$ cat src/gpio_port_pkg.sv
// Purpose: constants for the port 7 pin logic
// Assumes: plain register port, 8-bit data, one clock
// Notes: register offsets chosen locally
package gpio_port_pkg;
    localparam int    NPINS             = 3;
    localparam int    DW                = 8;
    localparam int    AW                = 4;
    localparam [3:0]  ADDR_DATA         = 4'h0;
    localparam [3:0]  ADDR_DIR          = 4'h1;
    localparam [3:0]  ADDR_PULLUP       = 4'h2;
    localparam [3:0]  ADDR_ANALOG_DIS   = 4'h3;
    localparam [3:0]  ADDR_STANDBY      = 4'h4;
    localparam int    STBY_SEL_BIT      = 0;
    localparam [2:0]  PIN_RESET         = 3'h0;
    localparam [7:0]  RD_UNMAPPED       = 8'h00;
endpackage : gpio_port_pkg

$ cat src/gpio_port_pin_logic.sv
// Purpose: port 7 three-pin general-purpose I/O logic
// Assumes: pins and peripheral enables from outside, pins asynchronous and synchronised here in two stages
// Notes: standby mode arrives as a level from the power controller
`timescale 1ns/100ps
module gpio_port_pin_logic (
    input  wire logic                                 mclk,
    input  wire logic                                 arst_n,
    input  wire logic [gpio_port_pkg::AW-1:0]         regAddr,
    input  wire logic [gpio_port_pkg::DW-1:0]         regWdata,
    input  wire logic                                 regWrite,
    input  wire logic                                 regRead,
    input  wire logic                                 regRmw,
    output logic      [gpio_port_pkg::DW-1:0]         regRdata,
    input  wire logic [gpio_port_pkg::NPINS-1:0]      pinIn,
    output logic      [gpio_port_pkg::NPINS-1:0]      pinOut,
    output logic      [gpio_port_pkg::NPINS-1:0]      pinOe,
    output logic      [gpio_port_pkg::NPINS-1:0]      pullupOn,
    input  wire logic [gpio_port_pkg::NPINS-1:0]      periphOe,
    input  wire logic [gpio_port_pkg::NPINS-1:0]      periphOut,
    output logic      [gpio_port_pkg::NPINS-1:0]      periphIn,
    input  wire logic [gpio_port_pkg::NPINS-1:0]      analogShared,
    input  wire logic [gpio_port_pkg::NPINS-1:0]      keepInputAwake,
    input  wire logic                                 stopOrWatch
);
    import gpio_port_pkg::*;

    // ----------------------------------------
    // registers
    // ----------------------------------------
    logic [NPINS-1:0] port7_data_latch;
    logic [NPINS-1:0] port7_direction;
    logic [NPINS-1:0] port7_pullup_enable;
    logic [NPINS-1:0] analog_input_disable_upper;
    logic             standby_pin_state_select;
    logic [NPINS-1:0] pinMeta;
    logic [NPINS-1:0] pinSync;

    wire wrData  = regWrite && regAddr == ADDR_DATA;
    wire wrDir   = regWrite && regAddr == ADDR_DIR;
    wire wrPull  = regWrite && regAddr == ADDR_PULLUP;
    wire wrAdis  = regWrite && regAddr == ADDR_ANALOG_DIS;
    wire wrStby  = regWrite && regAddr == ADDR_STANDBY;

    always_ff @(posedge mclk or negedge arst_n) begin
        if (!arst_n) begin
            port7_data_latch           <= PIN_RESET;
            port7_direction            <= PIN_RESET;
            port7_pullup_enable        <= PIN_RESET;
            analog_input_disable_upper <= PIN_RESET;
            standby_pin_state_select   <= 1'b0;
        end else begin
            // only low three bits stored (bit 0 alone for the standby select), upper bits dropped
            if (wrData) port7_data_latch <= regWdata[NPINS-1:0];
            if (wrDir)  port7_direction <= regWdata[NPINS-1:0];
            if (wrPull) port7_pullup_enable <= regWdata[NPINS-1:0];
            if (wrAdis) analog_input_disable_upper <= regWdata[NPINS-1:0];
            if (wrStby) standby_pin_state_select <= regWdata[STBY_SEL_BIT];
        end
    end

    // ----------------------------------------
    // pin input synchroniser
    // ----------------------------------------
    always_ff @(posedge mclk or negedge arst_n) begin
        if (!arst_n) begin
            pinMeta <= PIN_RESET;
            pinSync <= PIN_RESET;
        end else begin
            pinMeta <= pinIn;
            pinSync <= pinMeta;
        end
    end

    // ----------------------------------------
    // pin drive
    // ----------------------------------------
    wire              forceHiz  = standby_pin_state_select && stopOrWatch;
    wire [NPINS-1:0]  driveEn   = (port7_direction | periphOe) & {NPINS{~forceHiz}};
    wire [NPINS-1:0]  driveVal  = (periphOe & periphOut) | (~periphOe & port7_data_latch);
    // analog-shared pins read low until software enables digital input
    wire [NPINS-1:0]  inputOpen = ~analogShared | analog_input_disable_upper;
    wire [NPINS-1:0]  unblocked = {NPINS{~forceHiz}} | keepInputAwake;
    wire [NPINS-1:0]  pinLevel  = pinSync & inputOpen & unblocked;

    assign pinOut   = driveVal;
    assign pinOe    = driveEn;
    assign pullupOn = port7_pullup_enable & ~(driveEn & ~driveVal);
    assign periphIn = pinLevel;

    // ----------------------------------------
    // read path
    // ----------------------------------------
    // RMW reads return the latch; otherwise port outputs the latch, peripheral-driven and input pins the level
    wire [NPINS-1:0]  portOut   = port7_direction & ~periphOe;
    wire [NPINS-1:0]  dataView  = regRmw ? port7_data_latch :
                                  (portOut & port7_data_latch) | (~portOut & pinLevel);
    logic [DW-1:0]    next_rdata;

    always_comb begin
        next_rdata = RD_UNMAPPED;
        case (regAddr)
            ADDR_DATA:       next_rdata = {{(DW-NPINS){1'b0}}, dataView};
            ADDR_DIR:        next_rdata = {{(DW-NPINS){1'b0}}, port7_direction};
            ADDR_PULLUP:     next_rdata = {{(DW-NPINS){1'b0}}, port7_pullup_enable};
            ADDR_ANALOG_DIS: next_rdata = {{(DW-NPINS){1'b0}}, analog_input_disable_upper};
            ADDR_STANDBY:    next_rdata = {{(DW-1){1'b0}}, standby_pin_state_select};
            default:         next_rdata = RD_UNMAPPED;
        endcase
    end

    always_ff @(posedge mclk or negedge arst_n) begin
        if (!arst_n) regRdata <= RD_UNMAPPED;
        else if (regRead) regRdata <= next_rdata;
        else regRdata <= RD_UNMAPPED;
    end
endmodule : gpio_port_pin_logic

$ cat config.mk
export PLATFORM = sky130hd
export DESIGN_NAME = gpio_port_pin_logic
export DESIGN_NICKNAME = d
export VERILOG_FILES = /design/src/gpio_port_pkg.sv /design/src/gpio_port_pin_logic.sv
export SDC_FILE = /design/constraint.sdc
export NUM_CORES = 1
export LEC_CHECK = 0
export ABC_AREA = 1
export ABC_CLOCK_PERIOD_IN_PS = 2650
export BUFFER_PORTS_ARGS = -buffer_cell sky130_fd_sc_hd__clkbuf_2
export CORE_MARGIN = 3
export CORE_UTILIZATION = 50
export DETAILED_ROUTE_END_ITERATION = 8
export HOLD_SLACK_MARGIN = 0.05
export PLACE_DENSITY = 0.82
export SYNTH_ARGS = -nofsm -noshare
export SYNTH_HDL_FRONTEND = slang
export SYNTH_SLANG_ARGS = --single-unit
$ cat constraint.sdc
create_clock -name mclk -period 2.65 [get_ports mclk]
set_clock_uncertainty 0.15 [all_clocks]
set_input_delay 0.53 -clock mclk [delete_from_list [all_inputs] [get_ports mclk]]
set_output_delay 0.53 -clock mclk [all_outputs]
set_load 0.02 [all_outputs]
==> metrics.md, run 1 <==
| Metric | Value |
|---|---|
| Num CTS Buffers | `3` |
| GR Overflow Total | `0` |
| Least-Margin Pin Slew | `around 0.54 ns` |
| Max-slew violations | `0` |
| Die height | `approximately 55 um` |
| Register area share after synthesis | `46.3%` |
| Row Count | `17` |
| Relative slew slack | `64.3%` |
| Syn Area/Cell | `approximately 7.5 um2` |
| Post-synth top area cell | `dfrtp_1` |
| Period Utilization, post-route | `~83%` |
| Maxcap violations | `0` |
| Placed cell areas | `1400 um2` |
| Final #Nets | `around 240` |
| Tmin final | `around 2.2 ns` |
| WP data required | `1.97 ns` |
| Pleak | `between 0.0008 and 0.0009 uW` |
| Core Region | `around 2200 um2` |
| Arrival time at the worst endpoint | `between 1.5 and 2 ns` |
| CTS tree | `done` |
| CP Class | `reg2out` |
| Initial Utilization | `a little over half` |
| Placer Congestion | `~0.83` |
| Root buffer cell | `clkbuf_4` |
| Worst setup EP type | `output port` |
| Fmax | `455 MHz` |
| Ant diodes | `0` |
| Number of global-route vias before repair | `between 900 and 1000` |
| Clk pin slew, worst setup/hold paths | `0.14 ns` |
| Max FO, Critical Path | `6` |
| Design area | `around 1500 um2` |
| DR iter-0 viols | `24` |
| FF+latch count, synth | `22` |
| CTS sink cnt | `22` |
| Post-CTS sizing | `0` |
| Number of port buffers | `42` |
| CP startpoint kind | `register` |
| Area growth syn-to-layout | `23.1%` |
| Final hold violation count | `0` |
| Post-CTS Setup Bufs | `0` |
| DIE AREA | `between 2000 and 3000 um2` |
| Vias | `approximately 1100` |
| Post-Syn Instances | `approximately 160` |
| Worst Hold Slack | `around 0.15 ns` |
| Antenna violations before repair | `0` |
| Post-route ant nets | `0` |
| DR DRC count | `0` |
| CTS max path bufs | `2` |
| Final WL | `between 2 and 3 mm` |
| CTS H-tree depth | `1` |
| Ranking of synthesized cells by area | `dfrtp_1 46%, nand2_1 12%, inv_1 7.9%, o21ai_1 7.2%, nand3_1 6.3%` |
| Peak VDD IR | `about 0.44 mV` |
| Drt pass-1 iters | `4` |
| Hold Crit Class | `in2reg` |
| Largest net degree at the start of global routing | `23` |
| Yosys cell types | `15` |
| Share of layout cells above drive strength 1 | `30.5%` |
| Outcome | `finished clean` |
| Skew-Pair Late Insertion Delay | `~0.32 ns` |
| WL/cell | `~11 um` |
| Cell Pwr Density | `roughly 630 nW/um2` |
| Setup tns final | `0 ns` |
| Die width | `about 55 um` |
| Avg Vias per Cell | `approximately 4.8` |
| Detailed placer's ending HPWL | `around 2.1 mm` |
| Post-synth top area share | `46.3%` |
| I/O pins | `53` |
| First-pass GRT wire length | `4.19 mm` |
| Synth warnings | `0` |
| Gr usage total | `just under 20%` |
| RSZ-0062 raised after global routing | `no` |
| Mapped cell area | `~1200 um2` |
| Final setup violation count | `0` |
==> registers in the layout (all words and copies together) (netlist names) <==
signal                      count
port7_pullup_enable             3
standby_pin_state_select        1
pinSync                         3
port7_direction                 3
port7_data_latch                3
regRdata                        3
analog_input_disable_upper      3
pinMeta                         3
==> power by group <==
group	internal, uW	switching (uW)	leakage (uW)	total (uW)
clock network	153	111	0.0000279	264
registers	382	37.4	0.000277	420
logic	84.4	150	0.000539	234
==> Yosys cell counts <==
library cell   n
buf_6          1
nand3_1       15
dfrtp_1       22
o21ai_1       17
inv_1         25
a21oi_1        8
nand3_2        4
inv_2          8
nor2_2         3
conb_1         1
nand2_1       39
buf_4          5
nor2_1         6
nor2_4         1
o21a_1         3
==> layout make-up <==
type,count,area [um2]
Clock buffer,3,22.5
Multi-Input combinational cell,101,480
Fill cell,213,771
Inverter,33,124
Sequential cell,22,551
Clock inverter,1,30.0
Tap cell,28,35.0
Timing Repair Buffer,43,220
==> worst paths after layout <==
| check | from | to | slack, ns | depth (start not counted) |
|---|---|---|---|---|
| min in group asynchronous | arst_n | pinMeta[1] | 0.55 | 2 |
| worst min-delay path | pinIn[1] | pinMeta[1] | 0.15 | 1 |
| worst max-delay path | standby_pin_state_select | pullupOn[2] | 0.45 | 6 |
| max in group asynchronous | arst_n | analog_input_disable_upper[2] | 1.43 | 2 |
| worst max register to register | standby_pin_state_select | regRdata[2] | 1.52 | 5 |
| worst min register to register | pinMeta[2] | pinSync[2] | 0.22 | 0 |
==> logic make-up (layout without fill, tap and decap cells) <==
kind of cell,Yosys count,in the layout,synth area share (%)
AO/OA/AOI/OAI,28,28,12.4
buffers and inverters,39,80,14.5
flip-flops,22,22,46.3
other,1,5,0.315
AND/OR/NAND/NOR,68,68,26.4
==> timing repair <==
action	CTS	global route
hold endpoints to repair	22	0
hold buffers	1	0
endpoints found under the setup margin	0	0
==> routing by layer <==
metal	vias to the layer above	part of all wire [%]	global-route usage, %
li1	573	-	-
met1	489	46	25.9
met2	39	47	30.7
met3	7	5.5	2.72
met4	0	1.8	7.88
met5	-	0	0
==> cell usage in the layout (no fill, tap or decap), drive strengths merged <==
| cell type | synthesis | routed |
|---|---|---|
| dfrtp | 22 | 22 |
| o21a | 3 | 3 |
| o21ai | 17 | 17 |
| dlygate4sd3 | 0 | 1 |
| a21oi | 8 | 8 |
| bufinv | 0 | 1 |
| clkbuf | 0 | 45 |
| inv | 33 | 33 |
| nor2 | 10 | 10 |
| nand2 | 39 | 39 |
| nand3 | 19 | 19 |
| conb | 1 | 5 |
==> per-stage QoR <==
step                      power, uW  util (%)  setup slack, ns  cells
final                           917      65.5            0.451    231
after global routing            967      65.5            0.343    231
after CTS                       917      65.5            0.444    231
after detailed placement        661      62.7            0.616    226
after global placement          652      62.7            0.635    226
after floorplan                 577         -            0.644    162
==> worst max-delay path, stage by stage, from the launching register on <==
cell and delay (ns):
dfrtp_1 0.46, nand2_1 0.13, inv_2 0.04, a21oi_1 0.21
inv_2 0.05, o21a_1 0.16, clkbuf_2 0.15
Power figures use the tool's default switching activity.
==> inputs of run 2 (changes only) <==
ABC_CLOCK_PERIOD_IN_PS = 2300   (was 2650)
CORE_UTILIZATION = 46   (was 50)
PLACE_DENSITY = 0.76   (was 0.82)
clock period = 2.3 ns   (was 2.65 ns; I/O delays follow)
==> metrics.md, run 2 (synthesized netlist as in run 1, its figures left out) <==
| Metric | Value |
|---|---|
| Outcome | `finished clean (unchanged)` |
| Register area | `551 um2 (unchanged)` |
| Multi-input logic area | `480 um2 (unchanged)` |
| CTS max path bufs | `2 (unchanged)` |
| Buf/Inv on CP | `3 (unchanged)` |
| Least-Margin Pin Slew | `0.530 ns (was 0.536 ns)` |
| Peak VDD IR | `0.425 mV (was 0.439 mV)` |
| Die height | `56.8 um (was 54.8 um)` |
| Cell Pwr Density | `716 nW/um2 (was 627 nW/um2)` |
| Drt pass-1 iters | `4 (unchanged)` |
| CP startpoint kind | `register (unchanged)` |
| CTS H-tree depth | `1 (unchanged)` |
| CP Class | `reg2out (unchanged)` |
| Placed cell areas | `1400 um2 (unchanged)` |
| Max FO, Critical Path | `6 (unchanged)` |
| Final hold violation count | `0 (unchanged)` |
| Placer Congestion | `0.838 (was 0.835)` |
| Vias | `1093 (was 1108)` |
| Post-CTS sizing | `0 (unchanged)` |
| Number of global-route vias before repair | `1017 (was 997)` |
| Row Count | `17 (unchanged)` |
| Area growth syn-to-layout | `23.1% (unchanged)` |
| Root buffer cell | `clkbuf_4 (unchanged)` |
| Most common cell after layout, fill and taps aside | `clkbuf_2 (unchanged)` |
| CTS tree | `done (unchanged)` |
| Detailed placer's ending HPWL | `2.09 mm (was 2.12 mm)` |
| CP Depth | `6 (unchanged)` |
| I/O pins | `53 (unchanged)` |
| Die width | `56.8 um (was 54.8 um)` |
| Initial Utilization | `50.8% (was 53.2%)` |
| Avg Vias per Cell | `4.73 (was 4.80)` |
| Final #Nets | `237 (unchanged)` |
| Share of layout cells above drive strength 1 | `30.5% (unchanged)` |
| Largest net degree at the start of global routing | `23 (unchanged)` |
| Final setup violation count | `0 (unchanged)` |
| Pwr Total | `1050 uW (was 917 uW)` |
| Top Family by Delay on Critical Path | `flip-flops (unchanged)` |
| Gr usage total | `17.0% (was 19.3%)` |
| Final WL | `2.59 mm (was 2.62 mm)` |
| Post-CTS Setup Bufs | `0 (unchanged)` |
| Design area | `1460 um2 (unchanged)` |
| Most used cell, CP | `inv_2 (unchanged)` |
| Layout fillers | `213 (unchanged)` |
| First-pass GRT wire length | `4.39 mm (was 4.19 mm)` |
| Pleak | `0.000844 uW (unchanged)` |
| WL/cell | `11.2 um (was 11.4 um)` |
| GR Overflow Total | `0 (unchanged)` |
| Period Utilization, post-route | `between 90% and 100%` |
| Fmax | `between 400 and 500 MHz` |
| WP data required | `1.69 ns (was 1.97 ns)` |
| DR iter-0 viols | `46 (was 24)` |
| Post-route ant nets | `0 (unchanged)` |
| Hold Path Stages | `1 (unchanged)` |
| Setup tns final | `0 ns (unchanged)` |
| Final Util | `62.5% (was 65.5%)` |
| RSZ-0062 raised after global routing | `no (unchanged)` |
| Max-slew violations | `0 (unchanged)` |
| Antenna violations before repair | `0 (unchanged)` |
| Ant diodes | `0 (unchanged)` |
| Number of port buffers | `42 (unchanged)` |
| Reg2Reg Depth | `5 (unchanged)` |
| Most frequent cells in the layout | `42 x clkbuf_2, 39 x nand2_1, 25 x inv_1 (unchanged)` |
| Worst-path cell chain | `nand2_1 > inv_2 > a21oi_1 > inv_2 > o21a_1 > clkbuf_2 (unchanged)` |
| Num CTS Buffers | `3 (unchanged)` |
| CTS sink cnt | `22 (unchanged)` |
| Hold Crit Class | `in2reg (unchanged)` |
| Core Region | `2340 um2 (was 2230 um2)` |
| DIE AREA | `3230 um2 (was 3000 um2)` |
| Skew-Pair Late Insertion Delay | `0.31 ns (was 0.32 ns)` |
| Max incr delay on CP | `0.47 ns (was 0.46 ns)` |
| Relative slew slack | `64.6% (was 64.3%)` |
| Tmin final | `approximately 2.1 ns` |
| Maxcap violations | `0 (unchanged)` |
| Arrival time at the worst endpoint | `1.51 ns (was 1.52 ns)` |
| CP max stage cell | `dfrtp_1 (unchanged)` |
| DR DRC count | `0 (unchanged)` |
| Clk pin slew, worst setup/hold paths | `0.13 ns (was 0.14 ns)` |
| Worst setup EP type | `output port (unchanged)` |
==> run 2: cell counts in the layout (fill, tap and decap cells not counted) <==
Identical to the previous run, type by type.
==> run 2: worst paths after layout <==
path	from	end	slack [ns]
worst max-delay path	standby_pin_state_select	pullupOn[2]	0.18
worst min-delay path	pinIn[2]	pinMeta[2]	0.09
worst max register to register	standby_pin_state_select	regRdata[0]	1.15
worst min register to register	pinMeta[0]	pinSync[0]	0.21
max in group asynchronous	arst_n	port7_data_latch[2]	1.15
min in group asynchronous	arst_n	pinMeta[1]	0.48
==> run 2: per-stage QoR <==
step	instances	hold slack, ns	setup WS (ns)
5_1_grt	231	0.0644	0.0326
4_1_cts	231	0.0770	0.169
3_3_place_gp	226	0.181	0.426
2_1_floorplan	162	0.0144	0.434
6_report	231	0.0881	0.184
3_5_place_dp	226	0.187	0.428
==> run 2: per-layer routing <==
metal	wire, um	track usage [%]	part of all wire (%)	up-vias
met5	0	0	0	-
met4	24	5.96	0.93	0
met3	184	3.45	7.1	4
met2	1150	27.7	44	37
met1	1230	22.1	48	481
li1	-	-	-	571
==> run 2: layout make-up <==
| type | count | share of cell area [%] |
|---|---|---|
| flip-flops and latches | 22 | 37.6 |
| multi-input cells | 101 | 32.8 |
| repair buffers | 43 | 15.1 |
| inverters | 33 | 8.47 |
| well taps | 28 | 2.40 |
| clock inverters | 1 | 2.05 |
| clock buffers | 3 | 1.54 |
==> run 2: worst reg2reg max path: cells and delay by family, from the launching register on <==
kind,cells,cell delay (ns)
AND/OR/NAND/NOR,4,0.34
flip-flops,1,0.47
AO/OA/AOI/OAI,1,0.12
==> run 2: where the power goes <==
group	switching, uW	leakage (uW)	internal (uW)
combinational	171	0.000539	97.2
sequential	44.7	0.000277	440
clock	119	0.0000279	176
==> run 2: what timing repair did <==
| item | CTS | global route |
|---|---|---|
| setup endpoints to repair | 0 | 0 |
| hold buffers | 1 | 0 |
| hold endpoints to repair | 22 | 0 |
